$ cat config.mk
export PLATFORM = sky130hd
export DESIGN_NAME = cmpc_top
export DESIGN_NICKNAME = d
export VERILOG_FILES = /design/src/core/cmpc_pkg.sv /design/src/core/cmpc_top.sv
export VERILOG_INCLUDE_DIRS = /design/src /design/src/core
export SDC_FILE = /design/constraint.sdc
export NUM_CORES = 1
export LEC_CHECK = 0
export BUFFER_PORTS_ARGS = -buffer_cell sky130_fd_sc_hd__buf_2
export CAP_MARGIN = 15
export CORE_MARGIN = 5
export CORE_UTILIZATION = 60
export DETAILED_ROUTE_END_ITERATION = 10
export PLACE_DENSITY = 0.82
export SYNTH_ARGS = -nofsm -noshare
export SYNTH_HDL_FRONTEND = slang
export SYNTH_SLANG_ARGS = --single-unit
$ cat constraint.sdc
create_clock -name clk -period 7.4 [get_ports clk]
set_input_delay 0.74 -clock clk [delete_from_list [all_inputs] [get_ports clk]]
set_output_delay 0.74 -clock clk [all_outputs]
set_load 0.1 [all_outputs]
$ cat src/core/cmpc_cfg.svh
// constants for the comparator output conditioner
`ifndef CMPC_CFG_SVH
`define CMPC_CFG_SVH
`define CMPC_AW            4
`define CMPC_DW            32
`define CMPC_ADDR_DIV1     4'h0
`define CMPC_ADDR_CR0_1    4'h1
`define CMPC_ADDR_CR1_1    4'h2
`define CMPC_ADDR_SR_1     4'h3
`define CMPC_ADDR_DIV2     4'h4
`define CMPC_ADDR_CR0_2    4'h5
`define CMPC_ADDR_CR1_2    4'h6
`define CMPC_ADDR_SR_2     4'h7
`define CMPC_DIV_RST       8'h00
`define CMPC_CR0_RST       16'h0000
`define CMPC_CR1_RST       16'h0000
// control zero fields
`define CMPC_C0_EN         0
`define CMPC_C0_IE         1
`define CMPC_C0_HYS_LO     2
`define CMPC_C0_HYS_HI     3
`define CMPC_C0_RESPONSE_SPEED_SELECT_LO    4
`define CMPC_C0_RESPONSE_SPEED_SELECT_HI    5
`define CMPC_C0_POL        6
`define CMPC_C0_WIN        7
// control one fields
`define CMPC_C1_FEN        0
`define CMPC_C1_FCLK       1
`define CMPC_C1_FW_LO      2
`define CMPC_C1_FW_HI      4
`define CMPC_C1_BL_LO      5
`define CMPC_C1_BL_HI      7
`define CMPC_C1_BKA        8
`define CMPC_C1_BKB        9
`define CMPC_C1_BKC        10
`define CMPC_C1_BRK        11
`define CMPC_C1_CLR        12
`define CMPC_C1_HIE        13
`define CMPC_C1_RIE        14
`define CMPC_C1_FIE        15
// status fields
`define CMPC_SR_INTERRUPT_FLAG       0
`define CMPC_SR_LVL        1
`define CMPC_SR_RDY        2
`define CMPC_BLANK_BASE    2
`define CMPC_BLANK_SLACK   10'h001
`define CMPC_CNT_W         10
`endif

$ cat src/core/cmpc_pkg.sv
// types for the comparator output conditioner
package cmpc_pkg;
   typedef struct packed {
      logic       raw_compare_result;
      logic       comp_ready;
   } cmpc_ana_t;
   typedef struct packed {
      logic       brake;
      logic       refclear;
      logic       pin;
   } cmpc_route_t;
   typedef enum logic [1:0] {
      CMPC_IDLE  = 2'b00,
      CMPC_BLANK = 2'b01
   } cmpc_blank_t;
endpackage

$ cat src/core/cmpc_top.sv
// comparator output conditioner: two channels of digital post-processing
//
// The register addresses and the strobed register port were decided locally.
`timescale 1ns/1ns
`include "cmpc_cfg.svh"

// Function
// - output_invert set inverts raw result, clear passes it unchanged.
// - deglitch filter used only when deglitch_enable is one.
// - deglitch_clock_select one uses bus clock, zero the slow oscillator.
// - eight widths; pulses shorter than selected filter cycles are removed.
// - deglitched level readable in the status register.
// - output pin carries the filtered level, not the raw one.
// - brake and reference-clear outputs each gated by own control bit.
// - two-bit hysteresis setting held and presented to analog core.
// - window bit set gives XOR of both channels, else own result.
// - during blanking the output holds its level from window start.
// - blanking lasts 2^(n+2) to 2^(n+2)+2 bus clocks for code n.
// - blanking started by enabled rising edges of timer channels a-c.
// - after blanking the output tracks the comparator again.
// - interrupt asserted only when enable and flag are both one.
// - selected trigger event sets the interrupt flag.
// - writing zero to the flag clears it; a new event wins.
// - level trigger raises event while output is high.
// - up-edge trigger raises event on each low-to-high change.
// - down-edge trigger raises event on each high-to-low change.
// - trigger enables are independent; any enabled one sets the flag.
// - interrupt logic runs on bus clock only and holds while ce is low, so not usable for wake-up.
// - both divider addresses reach one shared register.
module cmpc_top
   import cmpc_pkg::*;
(
   input  wire logic                    clk,
   input  wire logic                    rst,
   input  wire logic                    ce,
   input  wire logic                    osc_tick,
   input  wire logic [`CMPC_AW-1:0]     addr,
   input  wire logic [`CMPC_DW-1:0]     wdata,
   input  wire logic                    wr,
   input  wire logic                    rd,
   output logic      [`CMPC_DW-1:0]     rdata,
   input  wire cmpc_ana_t [1:0]         ana,
   input  wire logic [2:0]              timer_channel_comp,
   output logic      [1:0]              comp_enable,
   output logic      [1:0][1:0]         hysteresis_select,
   output logic      [1:0][1:0]         response_speed_select,
   output logic      [7:0]              divider_control,
   output cmpc_route_t [1:0]            route,
   output logic      [1:0]              irq
);

   logic [7:0]                divider_control_reg_r;
   logic [1:0][15:0]          ctl0_r;
   logic [1:0][15:0]          ctl1_r;
   logic [1:0]                interrupt_flag_r;
   logic [1:0]                deglitched_level_r;
   logic [1:0][`CMPC_CNT_W-1:0] flt_cnt_r;
   logic [1:0]                held_r;
   cmpc_blank_t [1:0]         blank_st_r;
   logic [1:0][`CMPC_CNT_W-1:0] blank_cnt_r;
   logic [1:0]                final_prev_r;
   logic [2:0]                chan_prev_r;
   logic [1:0]                polarity_adjusted_result;
   logic [1:0]                windowed_result;
   logic [1:0]                unfiltered;
   logic [1:0]                final_lvl;
   logic [1:0]                trig_evt;
   logic [1:0]                blank_start;
   logic [1:0]                flag_clr;
   logic [2:0]                chan_rise;

   // --------------------------------------------------------------
   // helpers
   // --------------------------------------------------------------
   // filter width code to cycles: 2^code, so code 0 is one cycle
   function automatic logic [`CMPC_CNT_W-1:0] flt_cycles(
      input logic [2:0] code);
      flt_cycles = `CMPC_CNT_W'(1) << code;
   endfunction

   // blanking length: base 2^(n+2), plus one for slack inside the range
   function automatic logic [`CMPC_CNT_W-1:0] blank_cycles(
      input logic [2:0] code);
      // four-bit shift amount, or codes 6 and 7 would wrap to short windows
      blank_cycles = (`CMPC_CNT_W'(1)
                      << ({1'b0, code} + 4'(`CMPC_BLANK_BASE)))
                     + `CMPC_BLANK_SLACK;
   endfunction

   // the divider is shared, so both indexes decode to it
   function automatic logic div_hit(
      input logic [`CMPC_AW-1:0] a);
      div_hit = (a == `CMPC_ADDR_DIV1) || (a == `CMPC_ADDR_DIV2);
   endfunction

   // status word of one channel, upper bits read zero
   function automatic logic [`CMPC_DW-1:0] status_word(
      input logic ready,
      input logic lvl,
      input logic flag);
      status_word                = '0;
      status_word[`CMPC_SR_RDY]  = ready;
      status_word[`CMPC_SR_LVL]  = lvl;
      status_word[`CMPC_SR_INTERRUPT_FLAG] = flag;
   endfunction

   // writing one to the flag bit leaves it alone
   function automatic logic clr_hit(
      input logic [`CMPC_AW-1:0] a,
      input logic [`CMPC_AW-1:0] sr_addr,
      input logic [`CMPC_DW-1:0] w);
      clr_hit = (a == sr_addr) && !w[`CMPC_SR_INTERRUPT_FLAG];
   endfunction

   // any enabled trigger condition raises the event
   function automatic logic trig_hit(
      input logic [15:0] c1,
      input logic        lvl,
      input logic        prev);
      trig_hit = (c1[`CMPC_C1_HIE] && lvl)
               | (c1[`CMPC_C1_RIE] && lvl && !prev)
               | (c1[`CMPC_C1_FIE] && !lvl && prev);
   endfunction

   // --------------------------------------------------------------
   // register bus
   // --------------------------------------------------------------
   always_ff @(posedge clk) begin
      if (rst) begin
         divider_control_reg_r <= `CMPC_DIV_RST;
      end else if (ce && wr && div_hit(addr)) begin
         divider_control_reg_r <= wdata[7:0];
      end
   end

   always_ff @(posedge clk) begin
      if (rst) begin
         ctl0_r <= {2{`CMPC_CR0_RST}};
      end else if (ce && wr) begin
         if (addr == `CMPC_ADDR_CR0_1) begin
            ctl0_r[0] <= wdata[15:0];
         end else if (addr == `CMPC_ADDR_CR0_2) begin
            ctl0_r[1] <= wdata[15:0];
         end
      end
   end

   always_ff @(posedge clk) begin
      if (rst) begin
         ctl1_r <= {2{`CMPC_CR1_RST}};
      end else if (ce && wr) begin
         if (addr == `CMPC_ADDR_CR1_1) begin
            ctl1_r[0] <= wdata[15:0];
         end else if (addr == `CMPC_ADDR_CR1_2) begin
            ctl1_r[1] <= wdata[15:0];
         end
      end
   end

   always_comb begin
      flag_clr[0] = wr && clr_hit(addr, `CMPC_ADDR_SR_1, wdata);
      flag_clr[1] = wr && clr_hit(addr, `CMPC_ADDR_SR_2, wdata);
   end

   always_ff @(posedge clk) begin
      if (rst) begin
         rdata <= '0;
      end else if (ce) begin
         rdata <= '0;
         if (rd) begin
            if (div_hit(addr)) begin
               rdata <= {24'h000000, divider_control_reg_r};
            end else if (addr == `CMPC_ADDR_CR0_1) begin
               rdata <= {16'h0000, ctl0_r[0]};
            end else if (addr == `CMPC_ADDR_CR1_1) begin
               rdata <= {16'h0000, ctl1_r[0]};
            end else if (addr == `CMPC_ADDR_SR_1) begin
               rdata <= status_word(ana[0].comp_ready,
                  deglitched_level_r[0], interrupt_flag_r[0]);
            end else if (addr == `CMPC_ADDR_CR0_2) begin
               rdata <= {16'h0000, ctl0_r[1]};
            end else if (addr == `CMPC_ADDR_CR1_2) begin
               rdata <= {16'h0000, ctl1_r[1]};
            end else if (addr == `CMPC_ADDR_SR_2) begin
               rdata <= status_word(ana[1].comp_ready,
                  deglitched_level_r[1], interrupt_flag_r[1]);
            end
         end
      end
   end

   // --------------------------------------------------------------
   // polarity, window, blanking
   // --------------------------------------------------------------
   // --------------------------------------------------------------
   // timer edge detect
   // --------------------------------------------------------------
   // computed apart so blank_start never reads a stale edge
   assign chan_rise = timer_channel_comp & ~chan_prev_r;

   always_comb begin
      for (int i = 0; i < 2; i++) begin
         polarity_adjusted_result[i] = ana[i].raw_compare_result
                                       ^ ctl0_r[i][`CMPC_C0_POL];
      end
   end

   always_comb begin
      for (int i = 0; i < 2; i++) begin
         windowed_result[i] = ctl0_r[i][`CMPC_C0_WIN]
            ? (polarity_adjusted_result[0] ^ polarity_adjusted_result[1])
            : polarity_adjusted_result[i];
      end
   end

   always_comb begin
      for (int i = 0; i < 2; i++) begin
         blank_start[i] =
            |(chan_rise & ctl1_r[i][`CMPC_C1_BKC:`CMPC_C1_BKA]);
         unfiltered[i] = (blank_st_r[i] == CMPC_BLANK) ? held_r[i]
                         : windowed_result[i];
      end
   end

   always_ff @(posedge clk) begin
      if (rst) begin
         chan_prev_r <= 3'h0;
      end else if (ce) begin
         chan_prev_r <= timer_channel_comp;
      end
   end

   // a retrigger during a window is ignored; the level stays frozen
   always_ff @(posedge clk) begin
      if (rst) begin
         blank_st_r  <= {2{CMPC_IDLE}};
         blank_cnt_r <= '0;
         held_r      <= 2'h0;
      end else if (ce) begin
         for (int i = 0; i < 2; i++) begin
            case (blank_st_r[i])
               CMPC_IDLE: begin
                  held_r[i] <= windowed_result[i];
                  if (blank_start[i]) begin
                     blank_st_r[i]  <= CMPC_BLANK;
                     blank_cnt_r[i] <= blank_cycles(
                        ctl1_r[i][`CMPC_C1_BL_HI:`CMPC_C1_BL_LO]);
                  end
               end
               CMPC_BLANK: begin
                  blank_cnt_r[i] <= blank_cnt_r[i] - `CMPC_CNT_W'(1);
                  if (blank_cnt_r[i] == `CMPC_CNT_W'(1)) begin
                     blank_st_r[i] <= CMPC_IDLE;
                  end
               end
               default: blank_st_r[i] <= CMPC_IDLE;
            endcase
         end
      end
   end

   // --------------------------------------------------------------
   // deglitch filter
   // --------------------------------------------------------------
   // slow oscillator arrives as a one-cycle tick in the bus domain,
   // so its resolution is a whole bus clock
   always_ff @(posedge clk) begin
      if (rst) begin
         deglitched_level_r <= 2'h0;
         flt_cnt_r          <= '0;
      end else if (ce) begin
         for (int i = 0; i < 2; i++) begin
            if (!ctl1_r[i][`CMPC_C1_FEN]) begin
               deglitched_level_r[i] <= unfiltered[i];
               flt_cnt_r[i]          <= '0;
            end else if (unfiltered[i] == deglitched_level_r[i]) begin
               flt_cnt_r[i] <= '0;
            end else if (ctl1_r[i][`CMPC_C1_FCLK] || osc_tick) begin
               if (flt_cnt_r[i] + `CMPC_CNT_W'(1) >= flt_cycles(
                      ctl1_r[i][`CMPC_C1_FW_HI:`CMPC_C1_FW_LO])) begin
                  deglitched_level_r[i] <= unfiltered[i];
                  flt_cnt_r[i]          <= '0;
               end else begin
                  flt_cnt_r[i] <= flt_cnt_r[i] + `CMPC_CNT_W'(1);
               end
            end
         end
      end
   end

   assign final_lvl = deglitched_level_r;

   // --------------------------------------------------------------
   // interrupt triggers
   // --------------------------------------------------------------
   always_comb begin
      for (int i = 0; i < 2; i++) begin
         trig_evt[i] = trig_hit(ctl1_r[i], final_lvl[i],
                                final_prev_r[i]);
      end
   end

   always_ff @(posedge clk) begin
      if (rst) begin
         final_prev_r <= 2'h0;
      end else if (ce) begin
         final_prev_r <= final_lvl;
      end
   end

   // runs on the bus clock only, gated by ce like the rest, so it holds while ce is low
   always_ff @(posedge clk) begin
      if (rst) begin
         interrupt_flag_r <= 2'h0;
      end else if (ce) begin
         for (int i = 0; i < 2; i++) begin
            if (trig_evt[i]) begin
               interrupt_flag_r[i] <= 1'b1;
            end else if (flag_clr[i]) begin
               interrupt_flag_r[i] <= 1'b0;
            end
         end
      end
   end

   // --------------------------------------------------------------
   // registered outputs
   // --------------------------------------------------------------
   always_ff @(posedge clk) begin
      if (rst) begin
         irq <= 2'h0;
      end else if (ce) begin
         for (int i = 0; i < 2; i++) begin
            irq[i] <= ctl0_r[i][`CMPC_C0_IE]
                      && interrupt_flag_r[i];
         end
      end
   end

   // --------------------------------------------------------------
   // timer routing and pin
   // --------------------------------------------------------------
   // brake and clear follow the filtered level, never the raw one
   always_ff @(posedge clk) begin
      if (rst) begin
         route <= '0;
      end else if (ce) begin
         for (int i = 0; i < 2; i++) begin
            route[i].pin      <= final_lvl[i];
            route[i].brake    <= ctl1_r[i][`CMPC_C1_BRK]
                                 && final_lvl[i];
            route[i].refclear <= ctl1_r[i][`CMPC_C1_CLR]
                                 && final_lvl[i];
         end
      end
   end

   // --------------------------------------------------------------
   // analog core controls
   // --------------------------------------------------------------
   always_ff @(posedge clk) begin
      if (rst) begin
         comp_enable           <= 2'h0;
         hysteresis_select     <= '0;
         response_speed_select <= '0;
         divider_control       <= `CMPC_DIV_RST;
      end else if (ce) begin
         divider_control <= divider_control_reg_r;
         for (int i = 0; i < 2; i++) begin
            comp_enable[i] <= ctl0_r[i][`CMPC_C0_EN];
            hysteresis_select[i] <=
               ctl0_r[i][`CMPC_C0_HYS_HI:`CMPC_C0_HYS_LO];
            response_speed_select[i] <=
               ctl0_r[i][`CMPC_C0_RESPONSE_SPEED_SELECT_HI:`CMPC_C0_RESPONSE_SPEED_SELECT_LO];
         end
      end
   end

endmodule

==> impl_metrics.tcl <==
set metrics [dict create \
    yosysWarningCount 0 \
    cts_root_buffer "clkbuf_16" \
    synthCells 1059 \
    synthDistinctLibCells 65 \
    peakVddDrop_v 0.000181 \
    maxSlewViolCount 0 \
    layout_min_cycle_time_ps 3180 \
    port_buffers 74 \
    vias 7891 \
    hold_class "reg2reg" \
    routed_wl_um 21900 \
    synth_edf_count 0 \
    dominantRegCellSynth "dfxtp_1" \
    h-tree-depth 4 \
    synth-async-reset-ratio 0 \
    cts_tree "yes" \
    synth_top_area_frac 0.395 \
    grt_first_pass_wirelength_um 35900 \
    run_status "complete, no violations" \
    grt_max_degree 112 \
    arrival_ps 3550 \
    area_growth_pct 12.5 \
    final_hold_viol_count 0 \
    yosys.area.top_type "dfxtp_1" \
    yosysSeqAreaShare 0.395 \
    rsz0062_at_grt "no" \
    setup_viol 0 \
    p_leak_nw 3.66 \
    fmax_mhz 314 \
    cts_sinks 165 \
    synth-seq-cells 165 \
    grt_usage 0.269 \
    syn_area_um2 8360 \
    endpoint_kind "flop" \
    critical_path.max_fanout 9 \
    clk_pin_slew_ps 60 \
    fin_crit_sh 0.430 \
    synth_most_common_cell "nand2_1" \
    clock_path_buffers 2 \
    viasPerCell 6.12 \
    clk_latency_ps 420 \
    max_slew_margin 0.165 \
    synth_area_leaders "dfxtp_1 (40%), nand2_1 (9.2%), a21oi_1 (6.6%), ha_1 (3.9%), nor2_1 (3.8%)" \
    cap_violations 0 \
    fill_cells 1160 \
    drive_gt1_frac 0.126 \
    initial_core_util 0.607 \
    drt_first_pass_iters 6 \
    dpl.hpwl_um 14300 \
    row_count 43 \
    grt_overflow 0 \
    hold_buffers 0 \
    crit_path_start_kind "flop" \
    fin_nets 1172 \
    cts_buffers 17 \
    synthTopCellsByCount "nand2_1 (206), dfxtp_1 (165), a21oi_1 (110)" \
    dr.first_iter.drc_count 819 \
    criticalPathCategory "reg2reg" \
    worst_slew_pin_slew_ps 1250 \
    setup_tns_ps 0 \
    drc 0 \
    wl_per_cell_um 17.0 \
    fin_skew_ps 5.59 \
    avgSynthCellArea_um2 7.89 \
    io_pins 107 \
    insertedDiodeCount 0 \
    antenna_found_initial 0 \
    die_w_um 128 \
    antenna_left 0 \
    post_cts_resized 0 \
    die-height_um 128 \
    power_density_nw_per_um2 214 \
    cts_setup_buffers 0 \
    p_total_mw 2.01 \
    place_congestion 0.948 \
    cp.required_ps 7770 \
    core_um2 13800 \
    die-area_um2 16400 \
    first_global_vias 7168 \
]
==> placed cells by master (no fill, tap or decap), drive strengths merged, types with 7 or more instances in the layout <==
master	instances
ha	26
inv	24
a221oi	17
buf	85
a22oi	31
a21oi	111
nand4	11
nand3b	11
clkbuf	19
nor4	16
nor3	33
a21o	21
nand2	206
and2	7
mux2i	24
xnor2	16
nor2b	9
o21ai	32
nand3	29
nand2b	11
dfxtp	165
a211oi	21
conb	16
or3	14
nor2	84
==> state kept, by name (all words and copies together), names as in the netlist, 3 cells and up <==
name                   count
ctl0_r                    32
divider_control            8
rdata                     16
flt_cnt_r                 20
route                      4
ctl1_r                    32
response_speed_select      4
hysteresis_select          4
divider_control_reg_r      8
chan_prev_r                3
blank_cnt_r               20
==> cells by family (layout without fill, tap and decap cells) <==
kind of cell / count (synthesis) / after routing / synth area share
mux: 27 / 27 / 0.0328
flops: 165 / 165 / 0.395
other cells: 1 / 16 / 0.000449
compound gates: 266 / 266 / 0.209
buf+inv: 101 / 137 / 0.0531
xor+xnor: 19 / 19 / 0.0217
simple gates: 454 / 454 / 0.249
fa+ha+maj: 26 / 26 / 0.0389
==> critical path: stages (launching register included) <==
cell and delay, ps:
dfxtp_1 450, nand3_1 110, or2_2 320, xnor2_1 240, ha_1 290, a21oi_1 140, nor2_1 50, a2111oi_0 390
o2111ai_1 510, a2111oi_0 510, a21o_1 130
==> path summary, 6_finish.rpt <==
path	from	end	slack [ps]	cells after the start
worst max-delay path	flt_cnt_r[13]$_SDFFE_PP0P_	flt_cnt_r[12]$_SDFFE_PP0P_	4220	10
worst min-delay path	ctl0_r[30]$_SDFFE_PP0P_	ctl0_r[30]$_SDFFE_PP0P_	450	2
worst min register to register	ctl0_r[30]$_SDFFE_PP0P_	ctl0_r[30]$_SDFFE_PP0P_	450	2
worst max register to register	flt_cnt_r[13]$_SDFFE_PP0P_	flt_cnt_r[12]$_SDFFE_PP0P_	4220	10
==> per-stage QoR <==
| step | cells | hold slack, ps | util | worst slack, ps | cell area (µm²) |
|---|---|---|---|---|---|
| after floorplan | 1074 | 436 | - | 4780 | 8420 |
| after global placement | 1258 | 441 | 0.636 | 4080 | 8760 |
| after detailed placement | 1258 | 447 | 0.636 | 4080 | 8760 |
| after CTS | 1290 | 455 | 0.683 | 4300 | 9400 |
| after global routing | 1290 | 474 | 0.683 | 3900 | 9400 |
| final | 1290 | 455 | 0.683 | 4220 | 9400 |
==> where the power goes <==
group | total (mW) | internal, mW | switching, mW | leakage [nW]
Combinational | 0.156 | 0.0348 | 0.121 | 2.02
Clock | 0.950 | 0.581 | 0.369 | 0.310
Sequential | 0.907 | 0.896 | 0.0110 | 1.33
Total | 2.01 | 1.51 | 0.502 | 3.66
==> metal layers <==
layer	track usage	routed length, µm	vias to the layer above
li1	-	-	3811
met1	0.364	9330	3681
met2	0.429	10300	353
met3	0.0450	1640	46
met4	0.113	582	0
met5	0	0	-
==> cell type report <==
| cell class | count | area (µm²) | share of cell area |
|---|---|---|---|
| multi-input combinational | 808 | 4700 | 0.500 |
| sequential | 165 | 3300 | 0.351 |
| timing repair buffer | 85 | 455 | 0.0484 |
| clock buffer | 19 | 443 | 0.0471 |
| tap | 180 | 225 | 0.0240 |
| clock inverter | 13 | 196 | 0.0209 |
| inverter | 20 | 75.1 | 0.00798 |
Power figures use the tool's default switching activity.
